$ cat config.mk
export PLATFORM = sky130hd
export DESIGN_NAME = phymx_pin_mux_strap
export DESIGN_NICKNAME = d
export VERILOG_FILES = /design/src/rtl/phymx_pkg.sv /design/src/rtl/phymx_sync.sv /design/src/rtl/phymx_pin_sel.sv /design/src/rtl/phymx_pin_mux_strap.sv
export VERILOG_INCLUDE_DIRS = /design/src /design/src/rtl
export SDC_FILE = /design/constraint.sdc
export NUM_CORES = 1
export LEC_CHECK = 0
export BUFFER_PORTS_ARGS = -buffer_cell sky130_fd_sc_hd__buf_2
export CAP_MARGIN = 10
export CORE_ASPECT_RATIO = 0.75
export CORE_UTILIZATION = 25
export DETAILED_ROUTE_END_ITERATION = 7
export PLACE_DENSITY = 0.47
export SYNTH_ARGS = -nofsm -noshare
export SYNTH_HDL_FRONTEND = slang
export SYNTH_SLANG_ARGS = --single-unit
$ cat constraint.sdc
create_clock -name i_clock -period 2.7 [get_ports i_clock]
set_clock_uncertainty 0.15 [all_clocks]
set_input_delay 0.27 -clock i_clock [delete_from_list [all_inputs] [get_ports i_clock]]
set_output_delay 0.27 -clock i_clock [all_outputs]
set_load 0.02 [all_outputs]
$ cat src/rtl/phymx_regs.svh
// Purpose: register offsets, field positions, codes and reset values of the pin mux block
// Assumes: 16-bit registers, each in the low half of one aligned 32-bit bus word
// Notes: printed offsets are register indices; byte address is four times the index
`ifndef PHYMX_REGS_SVH
`define PHYMX_REGS_SVH

// ==========================================================
// register indices and byte addresses
`define PHYMX_IDX_INDICATOR_ONE_PIN_MUX 12'h462
`define PHYMX_IDX_COLLISION_PIN_MUX 12'h463
`define PHYMX_IDX_FIBER_GENERAL_CONFIG 12'h465
`define PHYMX_IDX_STRAP_LATCH_STATUS_ONE 12'h467
`define PHYMX_BYTE_ADDR(idx) ({2'h0, (idx), 2'h0})
`define PHYMX_ADDR_IND_MUX `PHYMX_BYTE_ADDR(`PHYMX_IDX_INDICATOR_ONE_PIN_MUX)
`define PHYMX_ADDR_COL_MUX `PHYMX_BYTE_ADDR(`PHYMX_IDX_COLLISION_PIN_MUX)
`define PHYMX_ADDR_FIBER `PHYMX_BYTE_ADDR(`PHYMX_IDX_FIBER_GENERAL_CONFIG)
`define PHYMX_ADDR_STRAP `PHYMX_BYTE_ADDR(`PHYMX_IDX_STRAP_LATCH_STATUS_ONE)

// ==========================================================
// field positions
`define PHYMX_CTRL_RANGE 2:0
`define PHYMX_SRC_RANGE 6:4
`define PHYMX_POL_BIT 0
`define PHYMX_RSV_RANGE 3:2

// ==========================================================
// reset values
`define PHYMX_CTRL_RST 3'h0
`define PHYMX_FIBER_RST 16'hff00
`define PHYMX_STRAP_STAT_RST 16'h0fc3

// ==========================================================
// pin function codes
`define PHYMX_FN_BASE 3'h0
`define PHYMX_FN_IND 3'h1
`define PHYMX_FN_WOL 3'h2
`define PHYMX_FN_CLK 3'h3
`define PHYMX_FN_PTP_TX 3'h4
`define PHYMX_FN_PTP_RX 3'h5
`define PHYMX_FN_LOW 3'h6
`define PHYMX_FN_HIGH 3'h7

// ==========================================================
// clock source codes, mac modes, mode codes, bus answers
`define PHYMX_CS_MAC_IF 3'h0
`define PHYMX_CS_XTAL 3'h1
`define PHYMX_CS_REF25 3'h2
`define PHYMX_CS_RMII 3'h4
`define PHYMX_CS_FREE 3'h6
`define PHYMX_CS_REC 3'h7
`define PHYMX_MAC_MII 2'h0
`define PHYMX_MAC_RMII 2'h1
`define PHYMX_MAC_RGMII 2'h2
`define PHYMX_MODE1 2'h0
`define PHYMX_MODE4 2'h3
`define PHYMX_RESP_OKAY 2'h0
`define PHYMX_RESP_SLVERR 2'h2
`define PHYMX_SYNC_W 19

`endif

$ cat src/rtl/phymx_pkg.sv
// Purpose: types shared by the pin mux block
// Assumes: constants live in phymx_regs.svh
// Notes: axi field names stay as published
package phymx_pkg;

	// ==========================================================
	// register bus carriers
	typedef struct packed {
		logic [15:0] awaddr;
		logic awvalid;
		logic [31:0] wdata;
		logic [3:0] wstrb;
		logic wvalid;
		logic bready;
		logic [15:0] araddr;
		logic arvalid;
		logic rready;
	} phymx_axi_req_s;

	typedef struct packed {
		logic awready;
		logic wready;
		logic [1:0] bresp;
		logic bvalid;
		logic arready;
		logic [31:0] rdata;
		logic [1:0] rresp;
		logic rvalid;
	} phymx_axi_rsp_s;

	// ==========================================================
	// straps, clocks, pin functions
	typedef struct packed {
		logic [1:0] rx_d1;
		logic [1:0] rx_d0;
		logic [1:0] col;
		logic [1:0] rx_er;
		logic [1:0] crs;
		logic [1:0] rx_dv;
		logic [1:0] indicator_pin_zero;
		logic [2:0] indicator_pin_one_ctrl;
		logic signal_detect_strap_enable;
	} phymx_strap_s;

	typedef struct packed {
		logic crystal_input_clock;
		logic ref_25m;
		logic ref_50m;
		logic free_125m;
		logic rec_125m;
	} phymx_clk_in_s;

	typedef struct packed {
		logic mac_if;
		logic crystal_input_clock;
		logic ref_25m;
		logic rmii_master;
		logic free_125m;
		logic rec_125m;
	} phymx_clk_sel_s;

	typedef struct packed {
		logic base;
		logic base_drive;
		logic ind;
		logic wol;
		logic ptp_tx;
		logic ptp_rx;
	} phymx_pin_fn_s;

	// ==========================================================
	// block state
	typedef enum logic {STRAP_WAIT, STRAP_RUN} phymx_strap_st_e;

	typedef struct packed {
		phymx_strap_st_e strap_st;
		logic [2:0] ind_ctrl;
		logic [2:0] ind_src;
		logic [2:0] col_ctrl;
		logic [2:0] col_src;
		logic [15:0] fiber_cfg;
		logic [15:0] strap_stat;
		logic sig_det_en;
		logic aw_held;
		logic [15:0] aw_addr;
		logic w_held;
		logic [31:0] wdata;
		logic [3:0] wstrb;
		logic bvalid;
		logic [1:0] bresp;
		logic rvalid;
		logic [31:0] rdata;
		logic [1:0] rresp;
		logic link_drop;
	} phymx_state_s;

endpackage

$ cat src/rtl/phymx_sync.sv
// Purpose: two-stage synchroniser for slow pin levels
// Assumes: inputs are static or slow compared with i_clock
// Notes: first stage feeds only the second; no reset, so straps settle while reset is held
`timescale 1ns/1ps
`default_nettype none
module phymx_sync #(
	parameter int W = 1
) (
	// clock
	input wire logic i_clock,
	// levels
	input wire logic [W-1:0] i_async,
	output logic [W-1:0] o_sync
);
	typedef struct packed {
		logic [W-1:0] s1;
		logic [W-1:0] s2;
	} phymx_sync_s;

	phymx_sync_s q;
	phymx_sync_s n;

	always_comb begin
		n.s1 = i_async;
		n.s2 = q.s1;
	end

	always_ff @(posedge i_clock) begin
		q <= n;
	end

	assign o_sync = q.s2;
endmodule
`default_nettype wire

$ cat src/rtl/phymx_pin_sel.sv
// Purpose: output function and clock source selection for one multifunction pin
// Assumes: control and source codes come from registered fields
// Notes: purely combinational so a field write acts at once
`timescale 1ns/1ps
`default_nettype none
`include "phymx_regs.svh"
module phymx_pin_sel (
	// fields
	input wire logic [2:0] i_ctrl,
	input wire logic [2:0] i_src,
	// sources
	input wire phymx_pkg::phymx_pin_fn_s i_fn,
	input wire phymx_pkg::phymx_clk_sel_s i_clk,
	// pin
	output logic o_pin_out,
	output logic o_pin_oe_n
);
	logic clk_sel;

	always_comb begin
		case (i_src)
			`PHYMX_CS_MAC_IF: clk_sel = i_clk.mac_if;
			`PHYMX_CS_XTAL: clk_sel = i_clk.crystal_input_clock;
			`PHYMX_CS_REF25: clk_sel = i_clk.ref_25m;
			`PHYMX_CS_RMII: clk_sel = i_clk.rmii_master;
			`PHYMX_CS_FREE: clk_sel = i_clk.free_125m;
			`PHYMX_CS_REC: clk_sel = i_clk.rec_125m;
			default: clk_sel = 1'b0; // reserved codes park low
		endcase
	end

	always_comb begin
		o_pin_oe_n = 1'b0;
		case (i_ctrl)
			`PHYMX_FN_BASE: begin
				o_pin_out = i_fn.base;
				o_pin_oe_n = !i_fn.base_drive;
			end
			`PHYMX_FN_IND: o_pin_out = i_fn.ind;
			`PHYMX_FN_WOL: o_pin_out = i_fn.wol;
			`PHYMX_FN_CLK: o_pin_out = clk_sel;
			`PHYMX_FN_PTP_TX: o_pin_out = i_fn.ptp_tx;
			`PHYMX_FN_PTP_RX: o_pin_out = i_fn.ptp_rx;
			`PHYMX_FN_LOW: o_pin_out = 1'b0;
			`PHYMX_FN_HIGH: o_pin_out = 1'b1;
			default: o_pin_out = 1'b0;
		endcase
	end
endmodule
`default_nettype wire

$ cat src/rtl/phymx_pin_mux_strap.sv
// Purpose: pin mux control for indicator pin one and collision pin, fiber signal
//   detect polarity and strap readback, behind an axi4-lite slave
// Assumes: function sources come from same-clock logic; straps and pin levels are async
// Notes: straps are captured once, on the first edge after reset release
`timescale 1ns/1ps
`default_nettype none
`include "phymx_regs.svh"
module phymx_pin_mux_strap (
	// clock and reset
	input wire logic i_clock,
	input wire logic i_rst_n,
	// register bus
	input wire phymx_pkg::phymx_axi_req_s i_axi,
	output var phymx_pkg::phymx_axi_rsp_s o_axi,
	// straps and pin inputs
	input wire phymx_pkg::phymx_strap_s i_strap,
	input wire logic i_indicator_pin_one,
	// clock sources
	input wire phymx_pkg::phymx_clk_in_s i_clk_src,
	input wire logic [1:0] i_mac_mode,
	// function sources
	input wire logic i_speed_100_copper,
	input wire logic i_programmable_activity_indicator,
	input wire logic i_col_normal,
	input wire logic i_wol_ind,
	input wire logic i_ptp_tx_ind,
	input wire logic i_ptp_rx_ind,
	input wire logic i_fiber_100_mode,
	// pins
	output logic o_indicator_pin_one,
	output logic o_indicator_pin_one_oe_n,
	output logic o_col_pin,
	output logic o_col_pin_oe_n,
	// link status
	output logic o_link_drop
);
	// ==========================================================
	// declarations
	phymx_pkg::phymx_state_s q;
	phymx_pkg::phymx_state_s n;
	logic [`PHYMX_SYNC_W-1:0] sync_out;
	phymx_pkg::phymx_strap_s strap_s;
	logic fiber_signal_detect_input;
	logic aw_rdy;
	logic w_rdy;
	logic ar_rdy;
	logic aw_hs;
	logic w_hs;
	logic ar_hs;
	logic [16:0] wr_old;
	logic [15:0] wr_val;
	logic [16:0] rd_word;
	phymx_pkg::phymx_clk_sel_s clk_sel;
	phymx_pkg::phymx_pin_fn_s ind_fn;
	phymx_pkg::phymx_pin_fn_s col_fn;
	logic ind_out;
	logic ind_oe_n;

	// ==========================================================
	// helpers
	function automatic logic [16:0] reg_read(input logic [15:0] a,
		input phymx_pkg::phymx_state_s s);
		logic [16:0] r;
		r = 17'h0;
		case (a)
			`PHYMX_ADDR_IND_MUX: r = {1'b1, 9'h0, s.ind_src, 1'b0, s.ind_ctrl};
			`PHYMX_ADDR_COL_MUX: r = {1'b1, 9'h0, s.col_src, 1'b0, s.col_ctrl};
			`PHYMX_ADDR_FIBER: r = {1'b1, s.fiber_cfg};
			`PHYMX_ADDR_STRAP: r = {1'b1, s.strap_stat};
			default: r = 17'h0;
		endcase
		return r;
	endfunction

	function automatic logic [15:0] merge16(input logic [15:0] old,
		input logic [31:0] d, input logic [3:0] strb);
		logic [15:0] m;
		m[15:8] = strb[1] ? d[15:8] : old[15:8];
		m[7:0] = strb[0] ? d[7:0] : old[7:0];
		return m;
	endfunction

	// ==========================================================
	// pin level synchronisers
	phymx_sync #(
		.W(`PHYMX_SYNC_W)
	) u_sync (
		.i_clock(i_clock),
		.i_async({i_strap, i_indicator_pin_one}),
		.o_sync(sync_out)
	);

	assign strap_s = phymx_pkg::phymx_strap_s'(sync_out[`PHYMX_SYNC_W-1:1]);
	assign fiber_signal_detect_input = sync_out[0];

	// ==========================================================
	// bus handshakes
	assign aw_rdy = !q.aw_held && !q.bvalid;
	assign w_rdy = !q.w_held && !q.bvalid;
	assign ar_rdy = !q.rvalid;
	assign aw_hs = i_axi.awvalid && aw_rdy;
	assign w_hs = i_axi.wvalid && w_rdy;
	assign ar_hs = i_axi.arvalid && ar_rdy;

	always_comb begin
		o_axi.awready = aw_rdy;
		o_axi.wready = w_rdy;
		o_axi.bresp = q.bresp;
		o_axi.bvalid = q.bvalid;
		o_axi.arready = ar_rdy;
		o_axi.rdata = q.rdata;
		o_axi.rresp = q.rresp;
		o_axi.rvalid = q.rvalid;
	end

	// ==========================================================
	// next state
	always_comb begin
		n = q;
		wr_old = reg_read(q.aw_addr, q);
		wr_val = merge16(wr_old[15:0], q.wdata, q.wstrb);
		rd_word = reg_read(i_axi.araddr, q);
		// strap capture on the first cycle after reset release
		case (q.strap_st)
			phymx_pkg::STRAP_WAIT: begin
				n.strap_st = phymx_pkg::STRAP_RUN;
				n.ind_ctrl = strap_s.indicator_pin_one_ctrl;
				n.sig_det_en = strap_s.signal_detect_strap_enable;
				n.strap_stat = {strap_s.rx_d1, strap_s.rx_d0, strap_s.col,
					strap_s.rx_er, strap_s.crs, strap_s.rx_dv, 2'h0,
					(strap_s.indicator_pin_zero == `PHYMX_MODE4) ?
					`PHYMX_MODE4 : `PHYMX_MODE1};
			end
			phymx_pkg::STRAP_RUN: begin
				n.strap_st = phymx_pkg::STRAP_RUN;
			end
			default: begin
				n.strap_st = phymx_pkg::STRAP_WAIT;
			end
		endcase
		// write channel
		if (aw_hs) begin
			n.aw_held = 1'b1;
			n.aw_addr = i_axi.awaddr;
		end
		if (w_hs) begin
			n.w_held = 1'b1;
			n.wdata = i_axi.wdata;
			n.wstrb = i_axi.wstrb;
		end
		if (q.aw_held && q.w_held) begin
			n.aw_held = 1'b0;
			n.w_held = 1'b0;
			n.bvalid = 1'b1;
			n.bresp = wr_old[16] ? `PHYMX_RESP_OKAY : `PHYMX_RESP_SLVERR;
			case (q.aw_addr)
				`PHYMX_ADDR_IND_MUX: begin
					n.ind_ctrl = wr_val[`PHYMX_CTRL_RANGE];
					n.ind_src = wr_val[`PHYMX_SRC_RANGE];
				end
				`PHYMX_ADDR_COL_MUX: begin
					n.col_ctrl = wr_val[`PHYMX_CTRL_RANGE];
					n.col_src = wr_val[`PHYMX_SRC_RANGE];
				end
				`PHYMX_ADDR_FIBER: n.fiber_cfg = wr_val;
				default: begin
					// strap status is read-only, other addresses unmapped
					n.fiber_cfg = q.fiber_cfg;
				end
			endcase
		end
		if (q.bvalid && i_axi.bready) begin
			n.bvalid = 1'b0;
		end
		// read channel
		if (ar_hs) begin
			n.rvalid = 1'b1;
			n.rdata = {16'h0, rd_word[15:0]};
			n.rresp = rd_word[16] ? `PHYMX_RESP_OKAY : `PHYMX_RESP_SLVERR;
		end else if (q.rvalid && i_axi.rready) begin
			n.rvalid = 1'b0;
		end
		// fiber link drop on the inactive detect level
		n.link_drop = i_fiber_100_mode && q.sig_det_en &&
			(fiber_signal_detect_input == q.fiber_cfg[`PHYMX_POL_BIT]);
	end

	always_ff @(posedge i_clock) begin
		if (!i_rst_n) begin
			q <= '0;
			q.ind_ctrl <= `PHYMX_CTRL_RST;
			q.fiber_cfg <= `PHYMX_FIBER_RST;
			q.strap_stat <= `PHYMX_STRAP_STAT_RST;
		end else begin
			q <= n;
		end
	end

	assign o_link_drop = q.link_drop;

	// ==========================================================
	// clock sources
	always_comb begin
		clk_sel.mac_if = (i_mac_mode == `PHYMX_MAC_RMII) ?
			i_clk_src.ref_50m : i_clk_src.ref_25m;
		clk_sel.crystal_input_clock = i_clk_src.crystal_input_clock;
		clk_sel.ref_25m = i_clk_src.ref_25m;
		clk_sel.rmii_master = i_clk_src.ref_50m;
		clk_sel.free_125m = i_clk_src.free_125m;
		clk_sel.rec_125m = i_clk_src.rec_125m;
	end

	// ==========================================================
	// pin muxes
	always_comb begin
		ind_fn.base = 1'b0;
		ind_fn.base_drive = 1'b0;
		ind_fn.ind = i_speed_100_copper;
		ind_fn.wol = i_wol_ind;
		ind_fn.ptp_tx = i_ptp_tx_ind;
		ind_fn.ptp_rx = i_ptp_rx_ind;
		col_fn.base = i_col_normal;
		col_fn.base_drive = 1'b1;
		col_fn.ind = i_programmable_activity_indicator;
		col_fn.wol = i_wol_ind;
		col_fn.ptp_tx = i_ptp_tx_ind;
		col_fn.ptp_rx = i_ptp_rx_ind;
	end

	phymx_pin_sel u_ind_sel (
		.i_ctrl(q.ind_ctrl),
		.i_src(q.ind_src),
		.i_fn(ind_fn),
		.i_clk(clk_sel),
		.o_pin_out(ind_out),
		.o_pin_oe_n(ind_oe_n)
	);

	phymx_pin_sel u_col_sel (
		.i_ctrl(q.col_ctrl),
		.i_src(q.col_src),
		.i_fn(col_fn),
		.i_clk(clk_sel),
		.o_pin_out(o_col_pin),
		.o_pin_oe_n(o_col_pin_oe_n)
	);

	// the detect strap turns the pin into an input
	assign o_indicator_pin_one = q.sig_det_en ? 1'b0 : ind_out;
	assign o_indicator_pin_one_oe_n = q.sig_det_en ? 1'b1 : ind_oe_n;
endmodule
`default_nettype wire

Yosys cells after proc, flatten, opt, wreduce, memory -nomap -nowiden
Index checks and enable logic that the tools add are counted.
{"block": "op_classes", "reduce_logical": 27, "n_bitwise": 1, "eq_ne": 37, "mux": 22}
{"op": "one-hot mux 17 bit (4 select lines)", "count": 2}
{"op": "== test 16 x 13 -> 1 bit, second input constant", "count": 8}
{"op": "== test 3 bit, second input constant", "count": 14}
{"op": "2-to-1 mux 28 bit", "count": 1}
{"op": "== test 3 x 2 -> 1 bit, second input constant", "count": 6}
{"op": "2-to-1 mux 16 bit", "count": 1}
{"op": "2-to-1 mux 8 bit", "count": 2}
{"op": "== test 3 x 1 -> 1 bit, second input constant", "count": 4}
{"op": "zero test 3 bit", "count": 4}
{"op": "2-to-1 mux 6 bit", "count": 2}
{"op": "one-hot mux 1 bit (6 select lines)", "count": 2}
{"op": "logical AND 1 bit", "count": 10}
{"op": "one-hot mux 1 bit (8 select lines)", "count": 1}
{"op": "one-hot mux 1 bit (7 select lines)", "count": 1}
{"op": "2-to-1 mux 1 bit", "count": 6}
{"op": "2-to-1 mux 2 bit", "count": 3}
{"op": "AND reduction 2 bit", "count": 3}
{"op": "AND reduction 3 bit", "count": 2}
{"op": "OR reduction 2 bit", "count": 3}
{"op": "zero test 1 bit", "count": 4}
{"op": "!= test 2 bit, second input constant", "count": 2}
{"op": "2-to-1 mux 3 bit", "count": 1}
{"op": "== test 2 x 1 -> 1 bit, second input constant", "count": 1}
{"op": "== test 2 bit, second input constant", "count": 1}
{"op": "3 further kinds", "count": 3}
{"block": "word_totals", "word_cells": 110, "output_inout_bits": 46, "ff_bits": 141, "in_bits": 108}

Logic depth before layout (Yosys ltp)
Gate-level depths: netlist (run 1).
{"block": "depth", "ltp_word": 5, "ltp_mapped": 7, "mapped_depth_nobuf": 5}

Hierarchy
Synthesis (run 1) repeated with hierarchy kept, for this count alone.
{"block": "unflattened", "hier_cells": 628, "area_unflattened_um2": 5808.1}
{"mod": "phymx_pin_mux_strap", "cells_each": 544, "n_inst": 1, "area_each_um2": 4767.1, "seq_area_each_um2": 2001.9}
{"mod": "phymx_sync", "cells_each": 38, "n_inst": 1, "area_each_um2": 760.7, "seq_area_each_um2": 760.7}
{"mod": "phymx_pin_sel", "cells_each": 23, "n_inst": 2, "area_each_um2": 140.1, "seq_area_each_um2": 0.0}

Worst setup path before layout (run 1)
No wires, ideal clock.
{"block": "synth_timing", "path_kind": "register -> register", "from": "register q[85] (netlist bit)", "to": "register q[122] (netlist bit)", "path_slack_ps": 734, "synth_period_minus_slack_ps": 1966, "stages_incl_launch_ff": 7, "t_arrival_ps": 1687, "t_required_ps": 2421, "n_path_buf": 1, "setup_time_ps": 129, "path_cell_list": "dfxtp_1 -> nor4b_4 -> nand4_2 -> or4b_1 -> buf_6 -> mux2i_1 -> nand2_1"}
{"block": "synth_between", "elab_chain_len": 3, "word_cells_on_any_way": 8, "cone_classes": "eq/ne: 5; mux: 2; reduce/logical: 1"}
{"item": "from (decl)", "line": "phymx_pin_mux_strap.sv:39", "rtl": "phymx_pkg::phymx_state_s q;"}
{"item": "from (signal assigned)", "line": "phymx_pin_mux_strap.sv:195", "rtl": "q <= n;"}
{"item": "== test 16 x 13 -> 1 bit, on equally long branches", "line": "phymx_pin_mux_strap.sv:65, phymx_pin_mux_strap.sv:156"}
{"item": "one-hot mux 17 bit (4 select lines) / != test 2 bit (equally long branches)"}
{"item": "2-to-1 mux 8 bit / AND reduction 3 bit (equally long branches)"}
Parallel ways exist; a longest one is shown, timed or not. The select of a mux whose other input is x is not followed.
A chain may end at the register's enable or synchronous reset.

Worst setup path in the final report (run 1)
{"block": "layout_timing", "from": "register q[132] (netlist bit)", "to": "output o_indicator_pin_one"}
{"block": "layout_between", "elab_chain_len": 4, "word_cells_on_any_way": 9, "cone_classes": "eq/ne: 5; mux: 3; reduce/logical: 1"}
{"item": "== test 3 bit, or another cell as far along", "line": "phymx_pin_sel.sv:21", "rtl": "case (i_src)"}
{"item": "one-hot mux 1 bit (6 select lines) *", "line": "phymx_pin_sel.sv:21"}
{"item": "one-hot mux 1 bit (7 select lines) *", "line": "phymx_pin_sel.sv:34", "rtl": "case (i_ctrl)"}
{"item": "2-to-1 mux 1 bit *", "line": "phymx_pin_mux_strap.sv:249", "rtl": "assign o_indicator_pin_one = q.sig_det_en ? 1'b0 : ind_out;"}
{"item": "to (decl)", "line": "phymx_pin_mux_strap.sv:30", "rtl": "output logic o_indicator_pin_one,"}
Every way passes the cells marked *; elsewhere a longest branch is shown, timed or not.

==> results of run 1 <==
worst max path at each step:
stage | depth (start not counted) | startpoint | end
floorplan | 6 | q[85] | q[122]
global placement | 5 | q[76] | q[122]
detailed placement | 5 | q[76] | q[121]
CTS | 6 | q[132] | o_indicator_pin_one
global route | 6 | q[76] | q[135]
finish | 6 | q[132] | o_indicator_pin_one
flip-flops by register name (all words and copies together) (netlist names):
signal and cells:
u_sync.n 19, o_link_drop 1, u_sync.o_sync 19, q 79, o_axi 20
per-stage QoR:
stage          cell area (µm²)  power, mW  instances
2_1_floorplan             5590       2.48        631
3_3_place_gp              6190       2.61        972
3_5_place_dp              6190       2.61        972
4_1_cts                   7380       5.07       1061
6_report                  7380       5.00       1061
5_1_grt                   7380       5.21       1061
metal layers:
layer  track usage  vias to the layer above  part of all wire
met5             0                        -                 0
li1              -                     2360                 -
met2         0.195                      116              0.41
met1         0.197                     2105              0.52
met4        0.0500                        0            0.0097
met3        0.0330                       13             0.059
placed cells by master (no fill, tap or decap), drive strengths merged, types with 2 or more instances in the layout:
master / count
bufinv: 3
dfxtp: 138
nor2b: 6
mux2: 14
o2bb2ai: 4
o211ai: 6
clkinv: 3
mux2i: 32
nand2b: 6
nand4: 5
buf: 131
a31oi: 14
conb: 19
a211oi: 3
dlygate4sd3: 58
a311oi: 4
o21ai: 26
a32o: 6
nor4: 4
or3: 2
clkbuf: 18
nand3: 7
a21oi: 48
nand2: 121
or2: 2
nor3: 10
nor2: 35
a22oi: 15
clkinvlp: 3
inv: 12
and2: 2
nor3b: 4
final cells by class:
class | instances | share of cell area
clock buffers | 18 | 0.0595
repair buffers | 189 | 0.174
clock inverters | 13 | 0.0226
inverters | 8 | 0.00407
well taps | 288 | 0.0488
multi-input cells | 407 | 0.316
flip-flops and latches | 138 | 0.374
critical path, stage by stage, from the launching register on:
cell      delay (ns)
dfxtp_1         0.52
and3b_1         0.22
a311oi_1        0.24
o31ai_1         0.11
nand4_1         0.10
a311oi_1        0.09
buf_2           0.18
logic make-up (layout without fill, tap and decap cells):
| kind of cell | count (synthesis) | count (layout) | synth area share |
|---|---|---|---|
| AO/OA/AOI/OAI | 131 | 131 | 0.147 |
| AND/OR/NAND/NOR | 210 | 210 | 0.175 |
| XOR/XNOR | 1 | 1 | 0.00159 |
| other | 1 | 19 | 0.000680 |
| multiplexers | 46 | 46 | 0.0866 |
| buffers and inverters | 86 | 228 | 0.0889 |
| flip-flops | 138 | 138 | 0.501 |
power groups by stage:
stage	Sequential [mW]	Combinational, mW	Clock [mW]
floorplan	2.20	0.278	0
global placement	2.23	0.379	0
detailed placement	2.23	0.378	0
CTS	2.18	0.444	2.44
global route	2.19	0.490	2.53
finish	2.18	0.440	2.38
==> impl_metrics.tcl, run 1 <==
set metrics [dict create \
    outcome "finished clean" \
    h-tree-depth 4 \
    yosys-top-cells-count "dfxtp_1, nand2_1, a21oi_1, buf_4, nor2_1" \
    setup_violations 0 \
    nets 869 \
    netSwitchingPower_mw 1.19 \
    drive_gt1_frac 0.239 \
    cp.arrival_ns 1.87 \
    via_per_inst 4.33 \
    io_pins 154 \
    cts.sinks 138 \
    p_sw_frac 0.239 \
    seqPwrFrac 0.436 \
    synth_cell_types 47 \
    criticalPathCategory "reg -> out" \
    ctsLongestPathBuffers 2 \
    initial_core_util 0.258 \
    antenna_found_initial 0 \
    post_drt_wl_per_cell_um 14.2 \
    startpoint_type "register" \
    final_antenna_net_count 0 \
    maxSlewViolCount 0 \
    timing.hold.ws_ns 0.0411 \
    io_buffers 116 \
    tns_ns 0 \
    worst_pin_slew_ns 0.734 \
    power_leakage_nw 3.03 \
    post-route-util 0.345 \
    cts_buffers 17 \
    post_cts_buffers 0 \
    clk_latency_ns 0.42 \
    vdd_drop_max_v 0.000386 \
    finalWorstSetupSlack_ns 0.411 \
    worstHoldEndpoint "o_axi[2]" \
    syn_to_final_growth_pct 33.7 \
    rr_startpoint "q[76]" \
    drt-initial-drc-count 239 \
    regToRegEndpoint "q[121]" \
    synth-seq-area-share 0.501 \
    fp-row-count 46 \
    finalCriticalPeriod_ns 2.29 \
    cp-end-kind "output pin" \
    r2r_cells 5 \
    diodes 0 \
    wirelength_mm 15.1 \
    hold_depth 3 \
    yosys-top-cells-area "dfxtp_1, nand2_1, mux2i_1" \
    synth_top_area_share 0.501 \
    multi_input_area_um2 2330 \
    fillers 2271 \
    cts_resized 0 \
    dieArea_um2 22700 \
    drc 0 \
    first_pass_iters 4 \
    synthCells 613 \
    synth-seq-cells 138 \
    yosysWarnings 0 \
    power.density_nw_per_um2 678 \
    clk_pin_slew_ns 0.06 \
    slew_headroom 0.511 \
    max_freq_mhz 437 \
    cts_hold_repair.buffers 58 \
    grt_pass1_wl_mm 23.5 \
    hold_start "i_axi[1]" \
    cts-root-buf "clkbuf_16" \
    min_path_type "in -> reg" \
    worstPathMaxFanout 8 \
    core_um2 21400 \
    power.internal_mw 3.81 \
    netlist_area_um2 5520 \
    rsz0062_at_grt "false" \
    seqCellArea_um2 2760 \
    post-synth-top-area-cell "dfxtp_1" \
    ys.flop_type "dfxtp_1" \
    drv_cap 0 \
    pwr-share-comb 0.088 \
    grt_use_total 0.137 \
    hold_viol 0 \
    grt_pass1_vias 4313 \
    synth.most_common_cell "dfxtp_1" \
    chipWidth_um 174 \
    grt_max_degree 52 \
    rrSetupSlack_ns 0.48 \
    gp_congestion 0.798 \
    vias 4594 \
    die_y_um 131 \
    async_reset_ff_frac 0 \
    required_ns 2.28 \
    synth-edff-count 0 \
    overflow 0 \
    avgSynthCellArea_um2 9.00 \
    dp_hpwl_mm 10.7 \
    pre_cts_ws_ns 0.447 \
    clockPowerShare 0.476 \
    min_period_over_period 0.848 \
    cts_tree "yes" \
]
(Power assumes the default switching activity.)
==> run 2, diff against run 1 <==
--- a/config.mk
+++ b/config.mk
@@ -6,6 +6,7 @@
 export SDC_FILE = /design/constraint.sdc
 export NUM_CORES = 1
 export LEC_CHECK = 0
+export ABC_AREA = 1
 export BUFFER_PORTS_ARGS = -buffer_cell sky130_fd_sc_hd__buf_2
 export CAP_MARGIN = 10
 export CORE_ASPECT_RATIO = 0.75
==> constraint.sdc (replaced) <==
create_clock -name i_clock -period 2.25 [get_ports i_clock]
set_clock_uncertainty 0.15 [all_clocks]
set_input_delay 0.225 -clock i_clock [delete_from_list [all_inputs] [get_ports i_clock]]
set_output_delay 0.225 -clock i_clock [all_outputs]
set_load 0.02 [all_outputs]
==> impl_metrics.tcl, run 2 <==
set metrics [dict create \
    first_pass_iters 4 \
    netlist_area_um2 5810 \
    core_um2 22400 \
    largest_reg_flops 79 \
    yosys-top-cells-area "dfxtp_1, nand3_1, nand2_1" \
    clockPowerShare 0.463 \
    min_period_over_period 0.916 \
    io_pins 154 \
    maxSlewViolCount 0 \
    drive_gt1_frac 0.210 \
    die_y_um 134 \
    via_per_inst 4.22 \
    hold_depth 3 \
    worst_pin_slew_ns 0.563 \
    min_path_type "in -> reg" \
    cts.sinks 138 \
    required_ns 1.88 \
    cp-end-kind "output pin" \
    tns_ns 0 \
    rrSetupSlack_ns 0.44 \
    startpoint_type "register" \
    grt_use_total 0.139 \
    grt_pass1_vias 4915 \
    criticalPathCategory "reg -> out" \
    dp_hpwl_mm 11.5 \
    async_reset_ff_frac 0 \
    synth.most_common_cell "dfxtp_1" \
    drc 0 \
    placed_cell_area_um2 6460 \
    vdd_drop_max_v 0.000471 \
    regToRegEndpoint "q[136]" \
    cts_tree "yes" \
    ctsLongestPathBuffers 2 \
    fp-row-count 47 \
    cp.arrival_ns 1.69 \
    post_cts_buffers 0 \
    clk_latency_ns 0.42 \
    rr_startpoint "q[86]" \
    seqPwrFrac 0.443 \
    antenna_found_initial 0 \
    slowest_delay_ns 0.38 \
    power.density_nw_per_um2 788 \
    nets 1014 \
    drv_cap 0 \
    slowest_stage "dfxtp_1" \
    post_drt_wl_per_cell_um 13.0 \
    p_sw_frac 0.264 \
    worstPathMaxFanout 5 \
    pwr-share-comb 0.094 \
    cts_buffers 17 \
    regMostFlops "q" \
    overflow 0 \
    wirelength_mm 15.8 \
    synth-seq-area-share 0.475 \
    synth_top_area_share 0.475 \
    dieArea_um2 23900 \
    pre_cts_ws_ns 0.397 \
    hold_viol 0 \
    finalCriticalPeriod_ns 2.06 \
    diodes 0 \
    power.internal_mw 4.41 \
    power_leakage_nw 3.39 \
    chipWidth_um 178 \
    syn_to_final_growth_pct 30.9 \
    io_buffers 116 \
    netSwitchingPower_mw 1.59 \
    grt_max_degree 47 \
    synth-edff-count 0 \
    initial_core_util 0.259 \
    post-synth-top-area-cell "dfxtp_1" \
    finalWorstSetupSlack_ns 0.190 \
    vias 5122 \
    yosys-top-cells-count "dfxtp_1, nand2_1, nand3_1, nor2_1, o21ai_0" \
    max_freq_mhz 485 \
    hold_start "i_rst_n" \
    timing.hold.ws_ns 0.126 \
    cts-root-buf "clkbuf_16" \
    synthCells 756 \
    h-tree-depth 4 \
    design_area_um2 7600 \
    clk_pin_slew_ns 0.06 \
    r2r_cells 10 \
    rsz0062_at_grt "false" \
    final_antenna_net_count 0 \
    worstHoldEndpoint "q[84]" \
    final_common_cell "dfxtp_1" \
    avgSynthCellArea_um2 7.69 \
    yosysWarnings 0 \
    grt_pass1_wl_mm 25.3 \
    final_cell_mix "dfxtp_1, nand2_1, buf_2, nand3_1, nor2_1" \
    gp_congestion 0.820 \
    cp-startpoint "q[126]" \
    cts_resized 0 \
    outcome "finished clean" \
    synth_cell_types 36 \
    power_mw 5.99 \
    setup_violations 0 \
    drt-initial-drc-count 208 \
    ys.flop_type "dfxtp_1" \
    crit_chain "inv_1 > or2_2 > a21oi_1 > a211oi_1 > nand2_1 > nand3_1 > buf_2" \
    slew_headroom 0.622 \
    synth-seq-cells 138 \
]
[run 2: cell types whose count changed in the layout (fill, tap and decap cells not counted), moves of 15 or more]
cell | previous run | this run
a22oi_1 | 15 | 0
o21ai_0 | 26 | 60
nand3_1 | 7 | 101
nor2_1 | 35 | 90
inv_1 | 7 | 52
mux2i_1 | 32 | 0
[run 2: kinds of logic after synthesis]
logic type,synth area share
AND/OR/NAND/NOR,0.283
buffers and inverters,0.121
other,0.000645
XOR/XNOR,0.00151
flip-flops,0.475
AO/OA/AOI/OAI,0.119
[run 2: stage by stage]
step / util / std cells
4_1_cts: 0.339 / 1213
3_5_place_dp: 0.288 / 1125
6_report: 0.339 / 1213
2_1_floorplan: - / 774
5_1_grt: 0.339 / 1213
3_3_place_gp: 0.288 / 1125
[run 2: per-layer routing]
metal	track usage	part of all wire
met5	0	0
met4	0.0546	0.0083
met3	0.0326	0.051
met2	0.210	0.44
met1	0.190	0.51
[run 2: worst max path at each step]
stage | endpoint | cells past startpoint | slack, ns
2_1_floorplan | q[122] | 8 | 0.77
3_3_place_gp | o_axi[17] | 10 | 0.44
3_5_place_dp | o_axi[17] | 10 | 0.40
4_1_cts | o_col_pin | 7 | 0.14
5_1_grt | o_indicator_pin_one | 10 | 0.03
6_report | o_col_pin | 7 | 0.19
[run 2: area by class of cell]
class                   instances  area, µm²
fillers                      2383      14800
multi-input cells             505       2410
clock inverters                14        149
inverters                      59        221
repair buffers                185       1250
well taps                     294        368
clock buffers                  18        439
flip-flops and latches        138       2760
[run 2: timing repair]
item                                   4_1_cts  5_1_grt
hold buffers                                56        0
endpoints found under the hold margin       56        0
setup endpoints to repair                    0        0
[run 2: critical path: cells and delay by family (launching register included)]
family | cells | cell delay (ns)
and+or+nand+nor | 3 | 0.41
DFF | 1 | 0.38
buffers and inverters | 2 | 0.27
AOI/OAI and AO/OA | 2 | 0.20
[run 2: power groups by stage]
stage	combinational [mW]	sequential, mW	clock [mW]
2_1_floorplan	0.369	2.68	0
3_3_place_gp	0.490	2.71	0
3_5_place_dp	0.492	2.71	0
4_1_cts	0.568	2.66	2.85
5_1_grt	0.636	2.67	2.96
6_report	0.564	2.66	2.77
